[config.mk]
export PLATFORM = sky130hd
export DESIGN_NAME = dctz_unit
export DESIGN_NICKNAME = d
export VERILOG_FILES = /design/src/verilog/dctz_pkg.sv /design/src/verilog/dctz_unit.sv
export VERILOG_INCLUDE_DIRS = /design/src /design/src/verilog
export SDC_FILE = /design/constraint.sdc
export NUM_CORES = 1
export LEC_CHECK = 0
export BUFFER_PORTS_ARGS = -buffer_cell sky130_fd_sc_hd__buf_2
export CAP_MARGIN = 20
export CORE_UTILIZATION = 54
export CTS_CLUSTER_DIAMETER = 50
export DETAILED_ROUTE_END_ITERATION = 8
export MAX_ROUTING_LAYER = met4
export PLACE_DENSITY = 0.77
export REMOVE_ABC_BUFFERS = 1
export SYNTH_ARGS = -nofsm -noshare
export SYNTH_HDL_FRONTEND = slang
export SYNTH_SLANG_ARGS = --single-unit
[constraint.sdc]
create_clock -name pclk -period 3.1 [get_ports pclk]
set_input_delay 0.155 -clock pclk [delete_from_list [all_inputs] [get_ports pclk]]
set_output_delay 0.155 -clock pclk [all_outputs]
set_load 0.02 [all_outputs]
[src/verilog/dctz_defines.svh]
// Offsets, field positions, opcodes and hint codes of the touch/zero unit
`ifndef DCTZ_DEFINES_SVH
`define DCTZ_DEFINES_SVH
// APB register byte offsets
`define DCTZ_OFF_INSN     8'h00
`define DCTZ_OFF_CTRL     8'h04
`define DCTZ_OFF_ATTR     8'h08
`define DCTZ_OFF_BASE_LO  8'h0c
`define DCTZ_OFF_BASE_HI  8'h10
`define DCTZ_OFF_INDEX_LO 8'h14
`define DCTZ_OFF_INDEX_HI 8'h18
`define DCTZ_OFF_STATUS   8'h1c
`define DCTZ_OFF_EA_LO    8'h20
`define DCTZ_OFF_EA_HI    8'h24
`define DCTZ_OFF_STREAM   8'h28
// Control bits
`define DCTZ_CTRL_GO      0
`define DCTZ_CTRL_LINE    1
// Attribute bits from translation
`define DCTZ_ATTR_DSTORE  0
`define DCTZ_ATTR_LOAD_OK 1
`define DCTZ_ATTR_STOR_OK 2
`define DCTZ_ATTR_CINH    3
`define DCTZ_ATTR_GUARD   4
// Instruction word fields, little-endian bit indices
`define DCTZ_OPCD_HI      31
`define DCTZ_OPCD_LO      26
`define DCTZ_HINT_HI      25
`define DCTZ_HINT_LO      21
`define DCTZ_BASE_HI      20
`define DCTZ_BASE_LO      16
`define DCTZ_INDEX_HI     15
`define DCTZ_INDEX_LO     11
`define DCTZ_XO_HI        10
`define DCTZ_XO_LO        1
`define DCTZ_FORM_BIT     0
// Opcodes
`define DCTZ_OPCD_X       6'h1f
`define DCTZ_XO_TOUCH_ST  10'h0f6
`define DCTZ_XO_ZERO      10'h3f6
// Hint codes
`define DCTZ_HINT_BYTE    5'h00
`define DCTZ_HINT_FWD     5'h01
`define DCTZ_HINT_BWD     5'h03
`define DCTZ_HINT_DESC    5'h08
`define DCTZ_HINT_CTRL    5'h0a
// Stream control word fields
`define DCTZ_SCW_GO       31
`define DCTZ_SCW_STOP_HI  30
`define DCTZ_SCW_STOP_LO  29
`define DCTZ_SCW_LEN_HI   16
`define DCTZ_SCW_LEN_LO   7
`define DCTZ_SCW_ID_HI    3
`define DCTZ_SCW_ID_LO    0
`define DCTZ_STOP_ONE     2'h2
`define DCTZ_STOP_ALL     2'h3
`endif

[src/verilog/dctz_pkg.sv]
// Types shared by the touch/zero unit
package dctz_pkg;
  // Command issued to the data cache
  typedef enum logic [2:0] {
    DCTZ_CMD_NONE,
    DCTZ_CMD_TOUCH,
    DCTZ_CMD_PROBE,
    DCTZ_CMD_ZERO_CLR,
    DCTZ_CMD_ZERO_ALLOC
  } dctz_cmd_t;
  // Engine states
  typedef enum logic [1:0] {
    DCTZ_IDLE,
    DCTZ_TOUCH,
    DCTZ_PROBE,
    DCTZ_ZERO
  } dctz_state_t;
endpackage

[src/verilog/dctz_unit.sv]
// Touch-for-store and block/line zero engine with APB registers
// Functional notes
// - Touch address: base plus index, base zero-able
// - Touch prefetches block, never raises exception
// - Touch in direct-store segment does nothing
// - Touch checked as load; denied means nothing
// - Touch leaves CR0 and XER untouched
// - Hint ignored when inhibited or guarded
// - Two-operand touch form means hint zero
// - Hint 0000: store to addressed byte soon
// - Hint 0001: forward store stream of blocks
// - Hint 0011: backward store stream of blocks
// - Hint 1000: address is stream descriptor
// - Hint 1010: address is stream control word
// - Zero address: base plus index, base zero-able
// - Zero present block or line entirely
// - Absent: allocate without memory read, zero
// - Line form writes address back to base
// - Zero forms checked as stores
// - Zero leaves XER; bit 31 set invalid
// - Control word bits 47-56 give stream length
// - Stop 10 stops one stream, 11 all
`timescale 1ns/100ps
`include "dctz_defines.svh"
module dctz_unit #(
  parameter int ADDR_W      = 64,
  parameter int BLOCK_BYTES = 32,
  parameter int LINE_BYTES  = 64
) (
  input  wire logic              pclk,
  input  wire logic              presetn,
  input  wire logic              psel,
  input  wire logic              penable,
  input  wire logic              pwrite,
  input  wire logic [7:0]        paddr,
  input  wire logic [31:0]       pwdata,
  output logic      [31:0]       prdata,
  output logic                   pready,
  output logic                   pslverr,
  output logic                   cache_req,
  output dctz_pkg::dctz_cmd_t    cache_cmd,
  output logic      [ADDR_W-1:0] cache_addr,
  output logic      [4:0]        cache_hint,
  input  wire logic              cache_ack,
  input  wire logic              cache_hit,
  output logic                   stream_stop_one,
  output logic                   stream_stop_all,
  output logic      [3:0]        stream_id,
  output logic                   base_wb_valid,
  output logic      [4:0]        base_wb_idx,
  output logic      [ADDR_W-1:0] base_wb_data
);
  // Elaboration checks: the register map splits every address into two
  // 32-bit words, and the masks in align() need power-of-two granules
  if (ADDR_W != 64) begin : g_chk_addr
    $error("dctz_unit: ADDR_W must be 64");
  end
  if (BLOCK_BYTES < 4 || (BLOCK_BYTES & (BLOCK_BYTES - 1)) != 0) begin : g_chk_block
    $error("dctz_unit: BLOCK_BYTES must be a power of two");
  end
  if (LINE_BYTES < 4 || (LINE_BYTES & (LINE_BYTES - 1)) != 0) begin : g_chk_line
    $error("dctz_unit: LINE_BYTES must be a power of two");
  end
  // A line must hold whole blocks, else line addresses lose block alignment
  if (LINE_BYTES < BLOCK_BYTES) begin : g_chk_ratio
    $error("dctz_unit: LINE_BYTES must not be below BLOCK_BYTES");
  end

  // Effective address; a zero base field means zero, not GPR0
  function automatic logic [ADDR_W-1:0] calc_ea(input logic [4:0] base_fld,
                                                input logic [ADDR_W-1:0] base_v,
                                                input logic [ADDR_W-1:0] idx_v);
    calc_ea = (base_fld == 5'h00) ? idx_v : base_v + idx_v;
  endfunction

  // Clear the offset bits below a power-of-two granule
  function automatic logic [ADDR_W-1:0] align(input logic [ADDR_W-1:0] a,
                                              input int bytes);
    logic [ADDR_W-1:0] m;
    m = ADDR_W'(bytes - 1);
    align = a & ~m;
  endfunction

  // Software-visible registers
  logic [31:0]       insn_q;      // Instruction word under execution
  logic              line_q;      // Line-granule zero form selected
  logic [4:0]        attr_q;      // Translation attributes for the access
  logic [ADDR_W-1:0] base_q;      // Base register contents
  logic [ADDR_W-1:0] index_q;     // Index register contents
  logic              go_q;        // One-cycle start pulse
  // Engine state and results
  dctz_pkg::dctz_state_t state_q; // Engine state
  logic              done_q;      // Last operation finished
  logic              noop_q;      // Last operation did nothing
  logic              invalid_q;   // Unknown or invalid form
  logic              deny_q;      // Protection refused the access
  logic              hit_q;       // Zero target was already cached
  logic [ADDR_W-1:0] ea_q;        // Last effective address
  logic [9:0]        len_q;       // Stream length from control word
  logic              sgo_q;       // Stream start bit from control word
  logic              sdesc_q;     // Descriptor recorded for a stream

  // Decoded fields of the held instruction, effective address, hint and APB strobes
  logic [5:0]        opcd;
  logic [9:0]        xo;
  logic [4:0]        hint_fld;
  logic [4:0]        base_fld;
  logic [4:0]        idx_fld;
  logic              is_touch;
  logic              is_zero;
  logic [ADDR_W-1:0] ea;
  logic [4:0]        hint_eff;
  logic              apb_acc;
  logic              apb_wr;

  assign opcd     = insn_q[`DCTZ_OPCD_HI:`DCTZ_OPCD_LO];
  assign xo       = insn_q[`DCTZ_XO_HI:`DCTZ_XO_LO];
  assign hint_fld = insn_q[`DCTZ_HINT_HI:`DCTZ_HINT_LO];
  assign base_fld = insn_q[`DCTZ_BASE_HI:`DCTZ_BASE_LO];
  assign idx_fld  = insn_q[`DCTZ_INDEX_HI:`DCTZ_INDEX_LO];
  // Only the two operations this unit owns are accepted
  assign is_touch = (opcd == `DCTZ_OPCD_X) && (xo == `DCTZ_XO_TOUCH_ST);
  assign is_zero  = (opcd == `DCTZ_OPCD_X) && (xo == `DCTZ_XO_ZERO);
  // Same adder serves both operations
  assign ea       = calc_ea(base_fld, base_q, index_q);
  // Inhibited or guarded space drops the hint to a plain touch
  assign hint_eff = (attr_q[`DCTZ_ATTR_CINH] || attr_q[`DCTZ_ATTR_GUARD])
                    ? `DCTZ_HINT_BYTE : hint_fld;
  // Write lands only on the edge where pready is seen high
  assign apb_acc  = psel && penable && pready;
  assign apb_wr   = apb_acc && pwrite;

  // APB response: one wait state, pready registered
  always_ff @(posedge pclk or negedge presetn) begin
    if (!presetn) begin
      pready  <= 1'b0;
      pslverr <= 1'b0;
      prdata  <= 32'h0000_0000;
    end else begin
      pready  <= psel && penable && !pready;
      pslverr <= 1'b0;
      prdata  <= 32'h0000_0000;
      if (psel && penable && !pready) begin
        // Read mux; unmapped offsets answer with an error
        if (paddr == `DCTZ_OFF_INSN) begin
          prdata <= insn_q;
        end else if (paddr == `DCTZ_OFF_CTRL) begin
          prdata <= {30'h0, line_q, 1'b0};
        end else if (paddr == `DCTZ_OFF_ATTR) begin
          prdata <= {27'h0, attr_q};
        end else if (paddr == `DCTZ_OFF_BASE_LO) begin
          prdata <= base_q[31:0];
        end else if (paddr == `DCTZ_OFF_BASE_HI) begin
          prdata <= base_q[63:32];
        end else if (paddr == `DCTZ_OFF_INDEX_LO) begin
          prdata <= index_q[31:0];
        end else if (paddr == `DCTZ_OFF_INDEX_HI) begin
          prdata <= index_q[63:32];
        end else if (paddr == `DCTZ_OFF_STATUS) begin
          prdata <= {24'h0, base_wb_valid, hit_q, deny_q, invalid_q,
                     noop_q, done_q, 1'b0, state_q != dctz_pkg::DCTZ_IDLE};
        end else if (paddr == `DCTZ_OFF_EA_LO) begin
          prdata <= ea_q[31:0];
        end else if (paddr == `DCTZ_OFF_EA_HI) begin
          prdata <= ea_q[63:32];
        end else if (paddr == `DCTZ_OFF_STREAM) begin
          prdata <= {16'h0, sdesc_q, sgo_q, len_q, stream_id};
        end else begin
          pslverr <= 1'b1;
        end
      end
    end
  end

  // Writable registers; operands are locked while busy
  always_ff @(posedge pclk or negedge presetn) begin
    if (!presetn) begin
      insn_q  <= 32'h0000_0000;
      line_q  <= 1'b0;
      attr_q  <= 5'h00;
      base_q  <= 64'h0;
      index_q <= 64'h0;
      go_q    <= 1'b0;
    end else begin
      go_q <= 1'b0;
      if (apb_wr && state_q == dctz_pkg::DCTZ_IDLE && !go_q) begin
        if (paddr == `DCTZ_OFF_INSN) begin
          insn_q <= pwdata;
        end else if (paddr == `DCTZ_OFF_CTRL) begin
          line_q <= pwdata[`DCTZ_CTRL_LINE];
          go_q   <= pwdata[`DCTZ_CTRL_GO];
        end else if (paddr == `DCTZ_OFF_ATTR) begin
          attr_q <= pwdata[4:0];
        end else if (paddr == `DCTZ_OFF_BASE_LO) begin
          base_q[31:0] <= pwdata;
        end else if (paddr == `DCTZ_OFF_BASE_HI) begin
          base_q[63:32] <= pwdata;
        end else if (paddr == `DCTZ_OFF_INDEX_LO) begin
          index_q[31:0] <= pwdata;
        end else if (paddr == `DCTZ_OFF_INDEX_HI) begin
          index_q[63:32] <= pwdata;
        end
      end
    end
  end

  // Operation engine: decode, check, drive the cache, report
  always_ff @(posedge pclk or negedge presetn) begin
    if (!presetn) begin
      state_q         <= dctz_pkg::DCTZ_IDLE;
      cache_req       <= 1'b0;
      cache_cmd       <= dctz_pkg::DCTZ_CMD_NONE;
      cache_addr      <= 64'h0;
      cache_hint      <= 5'h00;
      done_q          <= 1'b0;
      noop_q          <= 1'b0;
      invalid_q       <= 1'b0;
      deny_q          <= 1'b0;
      hit_q           <= 1'b0;
      ea_q            <= 64'h0;
      len_q           <= 10'h000;
      sgo_q           <= 1'b0;
      sdesc_q         <= 1'b0;
      stream_stop_one <= 1'b0;
      stream_stop_all <= 1'b0;
      stream_id       <= 4'h0;
      base_wb_valid   <= 1'b0;
      base_wb_idx     <= 5'h00;
      base_wb_data    <= 64'h0;
    end else begin
      // Pulses last one cycle
      stream_stop_one <= 1'b0;
      stream_stop_all <= 1'b0;
      base_wb_valid   <= 1'b0;
      case (state_q)
        dctz_pkg::DCTZ_IDLE: begin
          if (go_q) begin
            // New operation clears the previous outcome
            done_q    <= 1'b0;
            noop_q    <= 1'b0;
            invalid_q <= 1'b0;
            deny_q    <= 1'b0;
            hit_q     <= 1'b0;
            ea_q      <= ea;
            if (is_touch) begin
              // Never faults: every refusal is a silent no-op
              if (attr_q[`DCTZ_ATTR_DSTORE]) begin
                noop_q <= 1'b1;
                done_q <= 1'b1;
              end else if (!attr_q[`DCTZ_ATTR_LOAD_OK]) begin
                noop_q <= 1'b1;
                done_q <= 1'b1;
              end else if (hint_eff == `DCTZ_HINT_DESC) begin
                // Address word carries stream attributes only
                sdesc_q   <= 1'b1;
                stream_id <= ea[`DCTZ_SCW_ID_HI:`DCTZ_SCW_ID_LO];
                done_q    <= 1'b1;
              end else if (hint_eff == `DCTZ_HINT_CTRL) begin
                stream_id <= ea[`DCTZ_SCW_ID_HI:`DCTZ_SCW_ID_LO];
                done_q    <= 1'b1;
                if (ea[`DCTZ_SCW_STOP_HI:`DCTZ_SCW_STOP_LO] == `DCTZ_STOP_ONE) begin
                  stream_stop_one <= 1'b1;
                end else if (ea[`DCTZ_SCW_STOP_HI:`DCTZ_SCW_STOP_LO] == `DCTZ_STOP_ALL) begin
                  stream_stop_all <= 1'b1;
                end else begin
                  // Length and go fields count only when no stop is asked; the ID is always taken
                  len_q <= ea[`DCTZ_SCW_LEN_HI:`DCTZ_SCW_LEN_LO];
                  sgo_q <= ea[`DCTZ_SCW_GO];
                end
              end else begin
                // Prefetch the block; hint tells cache byte or stream
                cache_req  <= 1'b1;
                cache_cmd  <= dctz_pkg::DCTZ_CMD_TOUCH;
                cache_addr <= align(ea, BLOCK_BYTES);
                // Reserved codes fall back to the single-byte hint
                cache_hint <= (hint_eff == `DCTZ_HINT_FWD || hint_eff == `DCTZ_HINT_BWD)
                              ? hint_eff : `DCTZ_HINT_BYTE;
                state_q    <= dctz_pkg::DCTZ_TOUCH;
              end
            end else if (is_zero && !insn_q[`DCTZ_FORM_BIT]) begin
              if (!attr_q[`DCTZ_ATTR_STOR_OK]) begin
                deny_q <= 1'b1;
                done_q <= 1'b1;
              end else begin
                // Ask the cache whether the target is resident
                cache_req  <= 1'b1;
                cache_cmd  <= dctz_pkg::DCTZ_CMD_PROBE;
                cache_addr <= line_q ? align(ea, LINE_BYTES) : align(ea, BLOCK_BYTES);
                cache_hint <= 5'h00;
                state_q    <= dctz_pkg::DCTZ_PROBE;
              end
            end else begin
              // Bit 31 set or foreign opcode: nothing reaches the cache
              invalid_q <= 1'b1;
              done_q    <= 1'b1;
            end
          end
        end
        dctz_pkg::DCTZ_TOUCH: begin
          if (cache_ack) begin
            cache_req <= 1'b0;
            cache_cmd <= dctz_pkg::DCTZ_CMD_NONE;
            done_q    <= 1'b1;
            state_q   <= dctz_pkg::DCTZ_IDLE;
          end
        end
        dctz_pkg::DCTZ_PROBE: begin
          if (cache_ack) begin
            // Hit clears in place; miss allocates with no fill read
            hit_q     <= cache_hit;
            cache_cmd <= cache_hit ? dctz_pkg::DCTZ_CMD_ZERO_CLR
                                   : dctz_pkg::DCTZ_CMD_ZERO_ALLOC;
            state_q   <= dctz_pkg::DCTZ_ZERO;
          end
        end
        dctz_pkg::DCTZ_ZERO: begin
          if (cache_ack) begin
            cache_req <= 1'b0;
            cache_cmd <= dctz_pkg::DCTZ_CMD_NONE;
            done_q    <= 1'b1;
            state_q   <= dctz_pkg::DCTZ_IDLE;
            // Line form updates the base register unless field is zero
            if (line_q && base_fld != 5'h00) begin
              base_wb_valid <= 1'b1;
              base_wb_idx   <= base_fld;
              base_wb_data  <= ea_q;
            end
          end
        end
        default: begin
          state_q <= dctz_pkg::DCTZ_IDLE;
        end
      endcase
    end
  end

  // Index field is decoded for completeness; index value comes via APB
  logic unused_idx;
  assign unused_idx = ^idx_fld;
endmodule

Word level (Yosys, flattened, before mapping)

Cells that the tools add are included.

Bitwise gates (word level): 10
Reduce and logical (&&, ||, !) cells: 43
Mux-type cells: 120
$add $sub $neg: 1
Eq/ne operators: 35

Operators with widths:

| cell                                           | count |
|---|---|
| 2-to-1 mux 64 bit                              | 8 |
| 2-to-1 mux 32 bit                              | 11 |
| adder 64 bit                                   | 1 |
| 2-to-1 mux 1 bit                               | 62 |
| 2-to-1 mux 5 bit                               | 9 |
| 2-to-1 mux 3 bit                               | 11 |
| == test 8 x 5 -> 1 bit, second input constant  | 4 |
| AND reduction 9 bit                            | 3 |
| == test 8 x 6 -> 1 bit, second input constant  | 3 |
| 2-to-1 mux 2 bit                               | 10 |
| AND reduction 6 bit                            | 3 |
| == test 8 x 4 -> 1 bit, second input constant  | 2 |
| 2-to-1 mux 16 bit                              | 1 |
| AND reduction 8 bit                            | 2 |
| != test 3 bit, second input constant           | 5 |
| != test 2 bit, second input constant           | 6 |
| AND reduction 3 bit                            | 4 |
| nonzero test 2 bit                             | 6 |
| == test 10 bit, second input constant          | 1 |
| == test 10 x 8 -> 1 bit, second input constant | 1 |
| == test 5 x 4 -> 1 bit, second input constant  | 2 |
| logical AND 1 bit                              | 10 |
| inverter 1 bit                                 | 10 |
| case mux 3 bit (3 select lines)                | 1 |
| 23 further kinds                               | 33 |

Word-level logic and storage cells: 240
Bits in registers: 433
Input bits: 47

Logic depth before layout (Yosys ltp)

Depth after elaboration: 13
Depth in mapped cells: 14

Worst setup path after synthesis

OpenSTA, ideal clock, no wires.

Path kind: reg-to-reg
Start: register base_q[0]
End: register len_q[0]
Cell stages (with the launch flop): 15
Path buffers: 1
Setup time: 0.077 ns
Data required time: 3.023 ns
Path slack: 0.093 ns
Clock period less this slack: 3.007 ns
Data arrival time: 2.930 ns
Path through: dfrtp_1 ha_1 fa_1 a21o_1 a21oi_2 o21a_1 o41ai_4 a21oi_2 o31ai_2 xor2_1 mux2i_1 and2b_4 buf_2 nor2_1 a21oi_1

Longest elaborated chain between the ends: 5

Ends and longest elaborated chain:

| what                          | line             | RTL |
|---|---|---|
| start: declaration            | dctz_unit.sv:88  | `logic [ADDR_W-1:0] base_q;` |
| start signal: assignment      | dctz_unit.sv:195 | `base_q[31:0] <= pwdata;` |
| adder 64 bit (*)              | dctz_unit.sv:73  | `calc_ea = (base_fld == 5'h00) ? idx_v : base_v + idx_v;` |
| 2-to-1 mux 64 bit (*)         | dctz_unit.sv:73  |  |
| == test 2 bit (no line)       | -                |  |
| inverter 1 bit (no line)      | -                |  |
| AND reduction 9 bit (no line) | -                |  |
| end signal: assignment        | dctz_unit.sv:267 | `` len_q <= ea[`DCTZ_SCW_LEN_HI:`DCTZ_SCW_LEN_LO]; `` |
| end: declaration              | dctz_unit.sv:99  | `logic [9:0] len_q;` |

Mark *: on every way between the ends. The rest lies on a longest branch, timed or not.
A chain may end at the register's enable or synchronous reset.

Worst setup path in the final report

Start: register base_q[11]
End: register len_q[6]

The elaborated chain is that of the path after synthesis.

==> impl_metrics.json <==
{
  "drtPass1Iterations": 7,
  "arrival_ns": 3.85,
  "vias_per_cell": 6.21,
  "power.switching_mw": 2.70,
  "reg2reg_from": "base_q[11]",
  "cp_data_required_time_ns": 3.60,
  "num-nets-final": 2684,
  "min_from": "paddr[6]",
  "area_growth_pct": 30.8,
  "rrSetupSlack_ns": -0.25,
  "drc": 0,
  "yosysUniqueCellTypes": 79,
  "report.power.total_mw": 11.8,
  "grt_pass1_vias": 19600,
  "ioPinCount": 230,
  "intPower_mw": 9.14,
  "track_usage": 0.374,
  "dieArea_mm2": 0.0408,
  "stdcell_count": 3126,
  "peakVddDrop_uv": 420,
  "pwr-share-clk": 0.477,
  "grt_max_degree": 130,
  "fin_ws_ns": -0.251,
  "tns_ns": -4.50,
  "clk_latency_ns": 0.59,
  "first_iter_violations": 1607,
  "num_rows": 72,
  "worstHoldPathCells": 4,
  "status": "finished with violations",
  "drive_above_1_share": 0.371,
  "cts_buffer_depth": 3,
  "die_h_um": 202,
  "p_sw_frac": 0.228,
  "pre_cts_ws_ns": -0.280,
  "vias": 19400,
  "maxSlewHeadroom": 0.330,
  "port_buffers": 224,
  "start_kind": "flip-flop",
  "grt_setup_unrepaired": "yes",
  "comb_power_share": 0.043,
  "endpoint_kind": "flip-flop",
  "timing.final.crit_share": 1.08,
  "finClkSkew_ns": 0.0142,
  "cts_sinks": 428,
  "p_leak_nw": 13.9,
  "start_util": 0.553,
  "htreeDepth": 2,
  "rr_endpoint": "len_q[6]",
  "worst_pin_slew_ns": 1.01,
  "synthArstFlopShare": 1.00,
  "maxCapViolCount": 0,
  "yosysTopAreaCellShare": 0.496,
  "seqPwrFrac": 0.480,
  "slew_viol_final": 0,
  "routedWlPerCell_um": 23.8,
  "syn_area_mm2": 0.0216,
  "slowest_delay_ns": 0.43,
  "synth-edff-count": 0,
  "hold_slack_ns": 0.137,
  "powerDensity_mw_per_mm2": 420,
  "holdPathEnd": "prdata[1]",
  "antenna_found_initial": 2,
  "path_cells": "ha_1, a21oi_1, o21ai_0, a31oi_1, o41ai_4, a21oi_2, buf_4, o31ai_4, xor2_1, mux2i_2, buf_4, and2b_4, buf_12, mux2i_1",
  "ys_ff_latch": 428,
  "place_inst": 2975,
  "routed_wl_um": 74300,
  "cts-root-buf": "clkbuf_16",
  "hold_class": "primary input to flip-flop",
  "yosys_warnings": 0,
  "failed_checks": "setup timing",
  "yosys.area.top_type": "dfrtp_1",
  "numCtsBuffers": 47,
  "ant_nets": 0,
  "layout_min_cycle_time_ns": 3.35,
  "overflow": 0,
  "cp_common_cell": "buf_4",
  "synth_top_flop_cell": "dfrtp_1",
  "synthCells": 2070,
  "cp_max_fo": 7,
  "cts_tree": "done",
  "clk_pin_slew_ns": 0.06,
  "finalSetupViolations": 43,
  "avgSynthCellArea_um2": 10.4,
  "gp_congestion": 0.989,
  "ys_seq_area_frac": 0.496,
  "crit_type": "flip-flop to flip-flop",
  "max_freq_mhz": 298,
  "crit_start": "base_q[11]",
  "synthTopCellsByArea": "dfrtp_1 (50%), mux2_2 (11%), nand2_1 (4.7%), ha_1 (3.7%), a21oi_1 (3.3%)",
  "hold_viol": 0,
  "die_width_um": 202,
  "grt_pass1_wl_um": 114000,
  "reg2reg_depth": 14,
  "core-area_mm2": 0.0390,
  "critPathSlowestCell": "ha_1",
  "hpwl_um": 50900
}
-- final cells by class --
type | count | area [µm²]
clock inverter | 12 | 165
fill | 2756 | 10800
timing repair buffer | 574 | 4090
antenna | 2 | 5.00
multi-input combinational | 1494 | 11100
inverter | 28 | 105
clock buffer | 70 | 1390
sequential | 428 | 10700
tap | 518 | 648
-- power groups by stage --
stage | Sequential [mW] | Combinational [mW] | Clock (mW)
after global routing | 5.68 | 0.560 | 5.89
after floorplan | 5.80 | 0.137 | 0
final | 5.68 | 0.514 | 5.65
after CTS | 5.68 | 0.509 | 5.68
after global placement | 5.77 | 0.450 | 0
after detailed placement | 5.78 | 0.463 | 0
-- through the flow --
stage | util | cell area [µm²]
final | 0.723 | 28200
after global routing | 0.723 | 28200
after CTS | 0.711 | 27700
after detailed placement | 0.647 | 25200
after global placement | 0.647 | 25200
after floorplan | - | 21100
-- worst max-delay path by stage --
| stage | endpoint | slack, ns | cells after the start |
|---|---|---|---|
| finish | len_q[6] | -0.25 | 14 |
| global route | len_q[6] | -0.35 | 14 |
| CTS | len_q[6] | -0.22 | 15 |
| detailed placement | ea_q[56] | -0.28 | 14 |
| global placement | ea_q[56] | -0.21 | 14 |
| floorplan | index_q[32] | -1.53 | 5 |
-- what timing repair did --
item                                    4_1_cts  5_1_grt
buffers inserted                             22       15
endpoints found under the setup margin       82      112
pin swaps                                    50       62
cloned                                        1        0
hold buffers                                 38        0
resized for setup                            82      103
endpoints found under the hold margin       265        0
-- cell usage in the layout, fill, tap and decap left out, types with 15 or more instances in the layout --
cell	instances
a21oi_1	121
clkbuf_16	49
dlygate4sd3_1	38
a21o_1	24
inv_1	28
mux2_1	23
a221oi_1	41
buf_2	223
nand4_1	16
a22oi_1	17
ha_1	46
mux2i_1	20
buf_4	290
nor2_1	99
o21ai_2	15
nand2_1	261
mux2_2	208
buf_12	17
o221ai_1	16
o22ai_1	27
dfrtp_1	428
xnor2_1	36
o21ai_1	67
o21ai_0	95
nand3_1	25
a31oi_1	31
a21oi_2	24
-- routing by layer --
| metal | GRT usage | wire [µm] | vias up | share of wire |
|---|---|---|---|---|
| li1 | - | - | 8544 | - |
| met1 | 0.492 | 30900 | 9731 | 0.42 |
| met2 | 0.574 | 34500 | 920 | 0.46 |
| met3 | 0.0663 | 5810 | 221 | 0.078 |
| met4 | 0.154 | 3220 | 0 | 0.043 |
| met5 | - | 0 | - | 0 |
-- state kept, by name (all words and copies together), names as in the netlist, 3 cells and up --
| register | count |
|---|---|
| cache_cmd | 3 |
| base_q | 64 |
| insn_q | 32 |
| stream_id | 4 |
| cache_addr | 59 |
| attr_q | 5 |
| base_wb_idx | 5 |
| prdata | 32 |
| index_q | 64 |
| ea_q | 64 |
| base_wb_data | 64 |
| len_q | 10 |
| cache_hint | 5 |
-- cells by family after synthesis --
family	count (synthesis)	share of synthesized area
compound gates	583	0.173
simple gates	534	0.113
flops	428	0.496
mux	253	0.131
buf+inv	153	0.0281
fa+ha+maj	64	0.0375
xor+xnor	54	0.0219
other cells	1	0.000174
-- worst max-delay path: cells and delay by family, from the launching register on --
kind,cells,cell delay [ns]
XOR/XNOR,1,0.15
AND/OR/NAND/NOR,1,0.24
buffers and inverters,3,0.51
flip-flops,1,0.40
AO/OA/AOI/OAI,6,1.16
multiplexers,2,0.36
adder cells (fa/ha/maj),1,0.43
-- cell usage after synthesis, types with 15 or more instances --
library cell and count:
a21o_1 26, a21oi_1 144, a221oi_1 42, a22oi_1 17, a31oi_1 37, and2_1 18, and3_1 15, buf_1 19
clkbuf_1 92, dfrtp_1 428, ha_1 63, inv_1 28, mux2_1 23, mux2_2 208, mux2i_1 22, nand2_1 268
nand3_1 26, nand4_1 16, nor2_1 112, nor3_1 18, o21ai_0 127, o21ai_1 52, o221ai_1 18, o22ai_1 27
o31ai_1 17, xnor2_1 39, xor2_1 15
Note: power is estimated with default switching activity, not from simulation.
